$ cat src/secl_pkg.sv
package secl_pkg;

	// SPI serial memory opcodes (standard read, write and write enable).
	localparam logic [7:0] OP_READ  = 8'h03;
	localparam logic [7:0] OP_WRITE = 8'h02;
	localparam logic [7:0] OP_WREN  = 8'h06;

	// Memory layout in words and autoload span.
	localparam logic [7:0] SIG_ADDR      = 8'h00;
	localparam logic [7:0] LOAD_FIRST    = 8'h01;
	localparam logic [7:0] LOAD_LAST     = 8'h7f;
	localparam logic [7:0] PM_WORD_BASE  = 8'h28;
	localparam logic [7:0] TCVC_WORD_BASE = 8'h30;
	localparam logic [15:0] SIG_VALUE    = 16'h516e;

	// Serial clock half period in system clocks, word reset value and frame bit counts.
	localparam int          HALF_CYC     = 4;
	localparam logic [15:0] WORD_RST     = 16'h0000;
	localparam logic [5:0]  BITS_RD      = 6'd32;
	localparam logic [5:0]  BITS_WR      = 6'd32;
	localparam logic [5:0]  BITS_WREN    = 6'd8;

	// Status bit position in the load-status word.
	localparam int          STAT_DONE_BIT = 4;

	typedef struct packed {
		logic       start;
		logic       write;
		logic [7:0] addr;
		logic [15:0] wdata;
	} secl_req_t;

	typedef struct packed {
		logic       we;
		logic [7:0] addr;
		logic [15:0] data;
	} secl_cfg_wr_t;

endpackage

$ cat src/secl_loader.sv
// Summary of operation
// - Device is SPI master: drives clock, select, data in; samples data out.
// - Fetching starts once the fundamental reset input is released.
// - Memory holds 16-bit words, each access sends an 8-bit word address.
// - Sequencer does single-word read or write on a software request.
// - Word zero must match the signature, else loading is skipped.
// - Autoload reads consecutive words and writes each one after word zero to its register.
// - Status bit 4 of offset A0h goes high when loading completes.
// - Per-port PM words come from byte offsets 50h to 5Ah.
// - Per-port TC/VC map words come from byte offsets 60h to 6Ah.
`timescale 1ns/1ps
`default_nettype none

module secl_loader (
	input  wire logic                  mclk_i,
	input  wire logic                  rstn_i,
	input  wire logic                  fundamental_reset_n_i,
	input  wire logic                  cfgmem_data_out_i,
	input  wire secl_pkg::secl_req_t   req_i,
	output logic                       cfgmem_serial_clock_o,
	output logic                       cfgmem_chip_select_o,
	output logic                       cfgmem_data_in_o,
	output secl_pkg::secl_cfg_wr_t     cfg_wr_o,
	output logic [15:0]                status_o,
	output logic [15:0]                rdata_o,
	output logic                       pm_wr_o,
	output logic                       tcvc_wr_o
);

	// ==========================================================
	// Input synchronisers
	logic [1:0] perst_sync_r, perst_sync_nxt;
	logic [1:0] miso_sync_r, miso_sync_nxt;

	always_comb begin
		perst_sync_nxt = {perst_sync_r[0], fundamental_reset_n_i};
		miso_sync_nxt  = {miso_sync_r[0], cfgmem_data_out_i};
	end

	always_ff @(posedge mclk_i) begin
		if (!rstn_i) begin
			perst_sync_r <= 2'h0;
			miso_sync_r  <= 2'h0;
		end else begin
			perst_sync_r <= perst_sync_nxt;
			miso_sync_r  <= miso_sync_nxt;
		end
	end

	// ==========================================================
	// Sequencer
	typedef enum {ST_RESET, ST_WREN, ST_GAP, ST_XFER, ST_DONE_XFER,
		ST_IDLE} secl_state_t;

	secl_state_t            state_r, state_nxt;
	logic                   auto_r, auto_nxt;
	logic                   wr_r, wr_nxt;
	logic [7:0]             addr_r, addr_nxt;
	logic [31:0]            shreg_r, shreg_nxt;
	logic [5:0]             bits_r, bits_nxt;
	logic [2:0]             div_r, div_nxt;
	logic                   sck_r, sck_nxt;
	logic                   cs_r, cs_nxt;
	logic                   mosi_r, mosi_nxt;
	logic                   done_r, done_nxt;
	logic [15:0]            rdata_r, rdata_nxt;
	secl_pkg::secl_cfg_wr_t cfg_r, cfg_nxt;
	logic                   pm_r, pm_nxt;
	logic                   tcvc_r, tcvc_nxt;
	logic                   half_end;

	assign half_end = (div_r == 3'(secl_pkg::HALF_CYC - 1));

	always_comb begin
		state_nxt = state_r;
		auto_nxt  = auto_r;
		wr_nxt    = wr_r;
		addr_nxt  = addr_r;
		shreg_nxt = shreg_r;
		bits_nxt  = bits_r;
		div_nxt   = div_r;
		sck_nxt   = sck_r;
		cs_nxt    = cs_r;
		mosi_nxt  = mosi_r;
		done_nxt  = done_r;
		rdata_nxt = rdata_r;
		cfg_nxt   = '0;
		pm_nxt    = 1'b0;
		tcvc_nxt  = 1'b0;
		unique case (state_r)
			// wait for fundamental reset release, then read word zero
			ST_RESET: begin
				if (perst_sync_r[1]) begin
					auto_nxt  = 1'b1;
					wr_nxt    = 1'b0;
					addr_nxt  = secl_pkg::SIG_ADDR;
					shreg_nxt = {secl_pkg::OP_READ, secl_pkg::SIG_ADDR,
						16'h0000};
					bits_nxt  = secl_pkg::BITS_RD;
					cs_nxt    = 1'b0;
					div_nxt   = 3'h0;
					mosi_nxt  = secl_pkg::OP_READ[7];
					state_nxt = ST_XFER;
				end
			end
			// write enable latch command before a word write
			ST_WREN: begin
				if (half_end) begin
					div_nxt = 3'h0;
					sck_nxt = ~sck_r;
					if (sck_r) begin
						shreg_nxt = {shreg_r[30:0], 1'b0};
						mosi_nxt  = shreg_r[30];
						bits_nxt  = bits_r - 6'h1;
						if (bits_r == 6'h1) begin
							cs_nxt    = 1'b1;
							state_nxt = ST_GAP;
						end
					end
				end else begin
					div_nxt = div_r + 3'h1;
				end
			end
			ST_GAP: begin
				if (half_end) begin
					div_nxt   = 3'h0;
					cs_nxt    = 1'b0;
					shreg_nxt = {secl_pkg::OP_WRITE, addr_r, rdata_r};
					mosi_nxt  = secl_pkg::OP_WRITE[7];
					bits_nxt  = secl_pkg::BITS_WR;
					state_nxt = ST_XFER;
				end else begin
					div_nxt = div_r + 3'h1;
				end
			end
			// master clocking; opcode, address MSB first, 16 bits
			ST_XFER: begin
				if (half_end) begin
					div_nxt = 3'h0;
					sck_nxt = ~sck_r;
					if (!sck_r) begin
						shreg_nxt = {shreg_r[30:0], miso_sync_r[1]};
					end else begin
						mosi_nxt = shreg_r[31];
						bits_nxt = bits_r - 6'h1;
						if (bits_r == 6'h1) begin
							cs_nxt    = 1'b1;
							state_nxt = ST_DONE_XFER;
						end
					end
				end else begin
					div_nxt = div_r + 3'h1;
				end
			end
			ST_DONE_XFER: begin
				// 16-bit word returned for the 8-bit address
				rdata_nxt = wr_r ? rdata_r : shreg_r[15:0];
				done_nxt  = 1'b1;
				auto_nxt  = 1'b0;
				state_nxt = ST_IDLE;
				if (auto_r && addr_r != secl_pkg::SIG_ADDR) begin
					// write fetched word to its register
					cfg_nxt.we   = 1'b1;
					cfg_nxt.addr = addr_r;
					cfg_nxt.data = shreg_r[15:0];
					// PM words at byte offsets 50h..5Ah
					pm_nxt = (addr_r >= secl_pkg::PM_WORD_BASE) &&
						(addr_r < secl_pkg::PM_WORD_BASE + 8'h6);
					// TC/VC map words at byte offsets 60h..6Ah
					tcvc_nxt = (addr_r >= secl_pkg::TCVC_WORD_BASE) &&
						(addr_r < secl_pkg::TCVC_WORD_BASE + 8'h6);
				end
				if (auto_r && addr_r != secl_pkg::LOAD_LAST &&
					(addr_r != secl_pkg::SIG_ADDR ||
					shreg_r[15:0] == secl_pkg::SIG_VALUE)) begin
					// step to the next consecutive word
					addr_nxt  = (addr_r == secl_pkg::SIG_ADDR) ?
						secl_pkg::LOAD_FIRST : addr_r + 8'h1;
					shreg_nxt = {secl_pkg::OP_READ, addr_nxt, 16'h0000};
					bits_nxt  = secl_pkg::BITS_RD;
					cs_nxt    = 1'b0;
					mosi_nxt  = secl_pkg::OP_READ[7];
					auto_nxt  = 1'b1;
					done_nxt  = 1'b0;
					state_nxt = ST_XFER;
				end
			end
			// requests honoured only while idle and done
			ST_IDLE: begin
				if (req_i.start) begin
					done_nxt = 1'b0;
					wr_nxt   = req_i.write;
					addr_nxt = req_i.addr;
					div_nxt  = 3'h0;
					cs_nxt   = 1'b0;
					if (req_i.write) begin
						rdata_nxt = req_i.wdata;
						shreg_nxt = {secl_pkg::OP_WREN, 24'h000000};
						mosi_nxt  = secl_pkg::OP_WREN[7];
						bits_nxt  = secl_pkg::BITS_WREN;
						state_nxt = ST_WREN;
					end else begin
						shreg_nxt = {secl_pkg::OP_READ, req_i.addr, 16'h0000};
						mosi_nxt  = secl_pkg::OP_READ[7];
						bits_nxt  = secl_pkg::BITS_RD;
						state_nxt = ST_XFER;
					end
				end
			end
		endcase
	end

	always_ff @(posedge mclk_i) begin
		if (!rstn_i) begin
			state_r <= ST_RESET;
			auto_r  <= 1'b0;
			wr_r    <= 1'b0;
			addr_r  <= 8'h00;
			shreg_r <= 32'h0;
			bits_r  <= 6'h0;
			div_r   <= 3'h0;
			sck_r   <= 1'b0;
			cs_r    <= 1'b1;
			mosi_r  <= 1'b0;
			done_r  <= 1'b0;
			rdata_r <= secl_pkg::WORD_RST;
			cfg_r   <= '0;
			pm_r    <= 1'b0;
			tcvc_r  <= 1'b0;
		end else begin
			state_r <= state_nxt;
			auto_r  <= auto_nxt;
			wr_r    <= wr_nxt;
			addr_r  <= addr_nxt;
			shreg_r <= shreg_nxt;
			bits_r  <= bits_nxt;
			div_r   <= div_nxt;
			sck_r   <= sck_nxt;
			cs_r    <= cs_nxt;
			mosi_r  <= mosi_nxt;
			done_r  <= done_nxt;
			rdata_r <= rdata_nxt;
			cfg_r   <= cfg_nxt;
			pm_r    <= pm_nxt;
			tcvc_r  <= tcvc_nxt;
		end
	end

	// ==========================================================
	// Outputs
	assign cfgmem_serial_clock_o = sck_r;
	assign cfgmem_chip_select_o  = cs_r;
	assign cfgmem_data_in_o      = mosi_r;
	assign cfg_wr_o              = cfg_r;
	assign rdata_o               = rdata_r;
	assign pm_wr_o               = pm_r;
	assign tcvc_wr_o             = tcvc_r;
	assign status_o = 16'(done_r) << secl_pkg::STAT_DONE_BIT;

	// ==========================================================
	// Assertions
	sck_idle_a: assert property (@(posedge mclk_i) disable iff (!rstn_i)
		cs_r |-> !sck_r) else $error("serial clock moves while deselected");
	cs_frame_a: assert property (@(posedge mclk_i) disable iff (!rstn_i)
		$fell(cs_r) |-> cs_r == 1'b0 [*8]) else $error("select frame too short");
	hold_reset_a: assert property (@(posedge mclk_i) disable iff (!rstn_i)
		(state_r == ST_RESET && !perst_sync_r[1]) |=> cs_r)
		else $error("access before reset release");
	done_stat_a: assert property (@(posedge mclk_i) disable iff (!rstn_i)
		status_o[4] |-> state_r == ST_IDLE) else $error("done while busy");
	sig_skip_a: assert property (@(posedge mclk_i) disable iff (!rstn_i)
		(state_r == ST_DONE_XFER && auto_r && addr_r == 8'h00 &&
		shreg_r[15:0] != secl_pkg::SIG_VALUE) |=> done_r && !cfg_r.we)
		else $error("load ran without signature");
	seq_step_a: assert property (@(posedge mclk_i) disable iff (!rstn_i)
		cfg_r.we && cfg_r.addr != 8'h7f |-> addr_r == cfg_r.addr + 8'h1)
		else $error("autoload address not consecutive");
	pm_range_a: assert property (@(posedge mclk_i) disable iff (!rstn_i)
		pm_r |-> cfg_r.addr >= 8'h28 && cfg_r.addr <= 8'h2d)
		else $error("pm strobe out of range");
	tcvc_range_a: assert property (@(posedge mclk_i) disable iff (!rstn_i)
		tcvc_r |-> cfg_r.addr >= 8'h30 && cfg_r.addr <= 8'h35)
		else $error("tcvc strobe out of range");

endmodule

`default_nettype wire

$ cat config.mk
export PLATFORM = sky130hd
export DESIGN_NAME = secl_loader
export DESIGN_NICKNAME = d
export VERILOG_FILES = /design/src/secl_pkg.sv /design/src/secl_loader.sv
export SDC_FILE = /design/constraint.sdc
export NUM_CORES = 1
export LEC_CHECK = 0
export ABC_AREA = 1
export BUFFER_PORTS_ARGS = -buffer_cell sky130_fd_sc_hd__buf_2
export CAP_MARGIN = 20
export CORE_ASPECT_RATIO = 1.4
export CORE_UTILIZATION = 45
export CTS_BUF_LIST = sky130_fd_sc_hd__clkbuf_8
export DETAILED_ROUTE_END_ITERATION = 6
export PLACE_DENSITY = 0.65
export SETUP_SLACK_MARGIN = 0.05
export SLEW_MARGIN = 20
export SYNTH_ARGS = -nofsm -noshare
export SYNTH_HDL_FRONTEND = slang
export SYNTH_SLANG_ARGS = --single-unit
$ cat constraint.sdc
create_clock -name mclk_i -period 2.9 [get_ports mclk_i]
set_input_delay 0.145 -clock mclk_i [delete_from_list [all_inputs] [get_ports mclk_i]]
set_output_delay 0.145 -clock mclk_i [all_outputs]
set_load 0.1 [all_outputs]
* After elaboration in Yosys (flattened, before gate mapping)
Index checks and enable logic that the tools add are counted.
Operators by class: add/subtract/negate cells 3, $mul 0, div/mod/pow operators 0, magnitude comparators 4, equal/unequal tests 25, shifts and indexed selects 0, muxes and demuxes 64, bitwise operators 1, reduce and logical (&&, ||, !) cells 30
Operators by type and width (count):
- $mux W32 | 17
- $pmux W32 S6 | 2
- $eq A32 B2 Y1 const B | 2
- $eq A32 B3 Y1 const B | 2
- $mux W16 | 3
- $mux W6 | 7
- $eq A32 B1 Y1 const B | 1
- $logic_not A32 Y1 | 1
- $mux W8 | 4
- $pmux W16 S2 | 1
- $pmux W6 S5 | 1
- $mux W27 | 1
- $ne A2 B2 Y1 const B | 13
- $mux W25 | 1
- $pmux W8 S3 | 1
- $eq A16 B15 Y1 const B | 1
- $ge A8 B6 Y1 const B | 2
- $lt A8 B6 Y1 const B | 2
- $reduce_and A8 Y1 | 2
- $mux W1 | 15
- $mux W3 | 4
- $pmux W3 S3 | 1
- $reduce_and A3 Y1 | 3
- $reduce_and A9 Y1 | 1
- 24 further kinds | 39
Word-level totals: register bits 134, bits in latches 0, bits in writable memories 0, memory bits (read-only) 0, input bits 30, output and inout bits 62, logic and storage cells 146, memories 0

* Depth between registers and ports, before layout
depth in word-level cells 5, mapped depth 12

* Worst setup path before layout
OpenSTA, ideal clock, no wires.
path kind reg2reg, from register sck_r (netlist: cfgmem_serial_clock_o), to register shreg_r[26], arrival 2033 ps, data required time 2772 ps, path slack 740 ps, cell stages (with the launch flop) 9, path buffers 1, clock period less this slack 2160 ps, path through dfxtp_1 inv_1 nand2_1 nand3_1 nor3_4 nand2_4 buf_6 o21ai_1 nor2_1
On the way: cells in the longest elaborated chain, start to end 2, elaborated cells between the ends (all ways) 3
Ends and longest elaborated chain:
- from (decl) | line secl_loader.sv:62 | logic sck_r, sck_nxt;
- from (signal assigned) | line secl_loader.sv:238 | sck_r <= sck_nxt;
- $ne A2 B2 Y1 (no source line)
- $reduce_and A8 Y1 (no source line) *
- to (signal assigned) | line secl_loader.sv:235 | shreg_r <= shreg_nxt;
- to (decl) | line secl_loader.sv:59 | logic [31:0] shreg_r, shreg_nxt;
Mark *: on every way between the ends. The rest lies on a longest branch, timed or not. A chain may end at the register's enable or synchronous reset.

* Final worst setup path
from register state_r[2], to register shreg_r[27]
On the way: cells in the longest elaborated chain, start to end 3, elaborated cells between the ends (all ways) 16
Ends and longest elaborated chain:
- from (decl) | line secl_loader.sv:55 | secl_state_t state_r, state_nxt;
- from (signal assigned) | line secl_loader.sv:231 | state_r <= state_nxt;
- $eq A32 B2 Y1, or another cell as far along | line secl_loader.sv:90 | unique case (state_r)
- $ne A2 B2 Y1 (no source line)
- $reduce_and A8 Y1 (no source line)
Parallel ways exist; a longest one is shown, timed or not.

==> impl_metrics.ini <==
[outcome]
run_status = completed

[place]
globalplace.congestion = 0.893
io_buffers = 76
hpwlAfterDp_microns = 8980
dp.cells = 921

[global_routing]
overflow = 0
global_route.peak_usage_layer = met2
vias_in_the_first_global_route = 4489
grt.met2_usage = 0.415
grt_antenna_before_repair = 0
globalRouteTotalUtil = 0.231
first_pass_grt_wire_length_microns = 21000
grt_start_max_net_pins = 43
groute.layer.met3.usage = 0.0483
use_met1 = 0.259

[setup_path]
start_kind = flip-flop
crit_required_ns = 3.18
critical-path-top-delay-family = simple AND/OR/NAND/NOR gates
crit_end_category = flip-flop
max_stage_delay_cell_worst_path = sky130_fd_sc_hd__dfxtp_1
r2r_start = state_r[2]
timing.critical_path.mode_cell = sky130_fd_sc_hd__nor2_1
cp.buffers_inverters = 2
timing_worst_setup_path_type = flip-flop to flip-flop
crit_chain = nor2_1 > nand2_2 > inv_2 > nand2_1 > nand2_1 > nor3_4 > nand2_4 > inv_2 > nor2_1 > nor2_1
critPathArrivalTime_ns = 2.52
timing.critical_path.slowest_cell_delay_ns = 0.38
setup.worst_path.start = state_r[2]
reg2reg_setup_slack_ns = 0.66
worstPathMaxFanout = 35

[timing]
finalHoldViolCount = 0
grt_setup_unrepaired = false
worst_pin_slew_ns = 0.823
finalMaxSlewViolations = 0
min_period_ns = 2.24
setup_tns_ns = 0
achievable-frequency_ghz = 0.446
setup-violations-final = 0
slew-limit-headroom = 0.451
fin_hold_ws_ns = 0.0689
worst_clock_skew_ns = 0.0162
timing.final.crit_share = 0.774

[cells_and_area]
n_fill_cell = 1132
final_core_util = 0.516
layoutNonFillerInstCount = 940
number_of_antenna_repair_diodes = 0
post_route_cells_drive_above_1_share = 0.158
nNetsFinal = 829
layout.area.seq_sq_um = 2100
area_used_by_multi_input_combinational_logic_sq_um = 2340
syn2layout_area_growth_pct = 12.4

[cts]
htree_levels = 3
maximum_clock_insertion_buffer_count = 2
tritoncts_num_sinks = 105
clock_tree_from_tritoncts = built
clk_root_buffer_cell = sky130_fd_sc_hd__clkbuf_8
tritoncts.num_buffers = 9
clock_insertion_delay_worst_skew_ns = 0.39
worst_setup_hold_path_clk_slew_ns = 0.09
cts-resized-gates = 0

[yosys]
share_of_synthesized_area_occupied_by_flip_flops_and_latches = 0.423
yosysUniqueCellTypes = 34
synth_simple_gate_area_frac = 0.315
synth.ff_latch_count = 105
post_synth_mux_area_share = 0
syn_inst = 731
synthXorXnorAreaFrac = 0.00353
dominant_combinational_cell_family_by_area_after_synthesis = simple AND/OR/NAND/NOR gates
yosys_warnings = 0
synth_compound_gate_area_share = 0.130
fraction_of_the_mapped_netlist_area_in_adder_cells = 0.0126
mapped_avg_cell_area_sq_um = 6.79
mappedNetlistArea_sq_um = 4960

[detailed_routing]
antenna_violating_nets_post_route = 0
drt_iter0_markers = 270
drt_drc_violations_left = 0
detail_route.wl_per_cell_microns = 13.7
total_via_count_after_detailed_routing = 4838
drt-vias-per-instance = 5.15
drt-total-wl_microns = 12800
length_of_the_first_detailed_routing_pass_in_iterations = 5

[die]
fp.coreArea_sq_um = 10800
die_width_microns = 90.8
die_height_microns = 126
num_io_pins = 92
placement_rows = 45
initial_core_util = 0.459
die-area_sq_um = 11500

[hold_path]
worstHoldPathType = input port to flip-flop
hp-start = rstn_i

[flow_run]
drv_cap = 0

[pwr]
total_leakage_power_nw = 2.47
pwr_density_cell_nw_per_um2 = 705
power.ir.vdd_worst_mv = 0.451
-- final timing paths --
| kind | cells past startpoint | end |
|---|---|---|
| max | 10 | shreg_r[27] |
| min | 3 | shreg_r[28] |
| max reg2reg | 10 | shreg_r[27] |
| min reg2reg | 2 | perst_sync_r[1] |
-- cell usage after synthesis, drive strengths merged --
library cell | instances | area, sq um
o21ai | 70 | 350
xor2 | 2 | 17.5
a22oi | 1 | 7.51
nand4 | 10 | 62.6
nor2 | 128 | 490
ha | 5 | 62.6
nand2 | 170 | 653
a21oi | 39 | 199
o31ai | 1 | 7.51
o211ai | 2 | 15.0
a22o | 1 | 8.76
nor3 | 8 | 62.6
conb | 1 | 3.75
clkbuf | 21 | 78.8
dfxtp | 105 | 2100
a21boi | 1 | 7.51
inv | 75 | 282
o22ai | 1 | 6.26
nand3b | 1 | 7.51
a211oi | 2 | 15.0
nand3 | 55 | 285
buf | 29 | 211
o2111ai | 2 | 17.5
o311a | 1 | 10.0
-- state kept, by name (all words and copies together), names as in the netlist, 2 cells and up --
register	flops
shreg_r	32
cfg_wr_o	25
rdata_o	16
addr_r	8
bits_r	6
div_r	3
state_r	3
miso_sync_r	2
perst_sync_r	2
-- where the power goes --
group / switching [mW] / internal, mW
registers: 0.0770 / 1.54
clock network: 0.509 / 0.400
logic: 1.06 / 0.340
-- kinds of logic (layout without fill, tap and decap cells) --
| group | count (synthesis) | count (layout) |
|---|---|---|
| AO/OA/AOI/OAI | 121 | 121 |
| other | 1 | 15 |
| XOR/XNOR | 2 | 2 |
| AND/OR/NAND/NOR | 372 | 372 |
| adder cells (fa/ha/maj) | 5 | 5 |
| buffers and inverters | 125 | 179 |
| flip-flops | 105 | 105 |
-- metrics by stage --
stage          setup slack, ns  total power [mW]  instance area, sq um
4_1_cts                  0.654              3.95                  5580
5_1_grt                  0.452              4.18                  5580
6_report                 0.656              3.93                  5580
3_3_place_gp             0.775              3.00                  5350
3_5_place_dp             0.707              3.04                  5350
2_1_floorplan            0.740              2.83                  5020
-- worst register-to-register path: stages (launching register included) --
cell                      delay [ns]
sky130_fd_sc_hd__dfxtp_1        0.38
sky130_fd_sc_hd__nor2_1         0.31
sky130_fd_sc_hd__nand2_2        0.17
sky130_fd_sc_hd__inv_2          0.32
sky130_fd_sc_hd__nand2_1        0.12
sky130_fd_sc_hd__nand2_1        0.16
sky130_fd_sc_hd__nor3_4         0.07
sky130_fd_sc_hd__nand2_4        0.32
sky130_fd_sc_hd__inv_2          0.14
sky130_fd_sc_hd__nor2_1         0.11
sky130_fd_sc_hd__nor2_1         0.06
-- per-layer routing --
metal,vias to the layer above,part of all wire
li1,2422,-
met1,2245,0.42
met2,146,0.50
met3,25,0.049
met4,0,0.031
met5,-,0
-- cell usage in the layout, fill, tap and decap left out, drive strengths merged, types with 3 or more instances in the layout --
cell | Yosys | final
dfxtp | 105 | 105
nor3 | 8 | 8
dlygate4sd3 | 0 | 3
buf | 29 | 85
nand3 | 55 | 55
conb | 1 | 15
nor2 | 128 | 128
clkbuf | 21 | 9
o21ai | 70 | 70
inv | 75 | 78
ha | 5 | 5
a21oi | 39 | 39
nand4 | 10 | 10
nand2 | 170 | 170
-- final cells by class --
| cell class | instances | area share |
|---|---|---|
| timing repair buffer | 88 | 0.0857 |
| tap | 141 | 0.0316 |
| clock buffer | 9 | 0.0222 |
| inverter | 75 | 0.0505 |
| sequential | 105 | 0.377 |
| clock inverter | 7 | 0.0130 |
| multi-input combinational | 515 | 0.420 |
-- timing repair --
action,4_1_cts,5_1_grt
hold buffers,3,0
endpoints found under the hold margin,3,0
buffers inserted,0,0
Note: power is estimated with default switching activity, not from simulation.
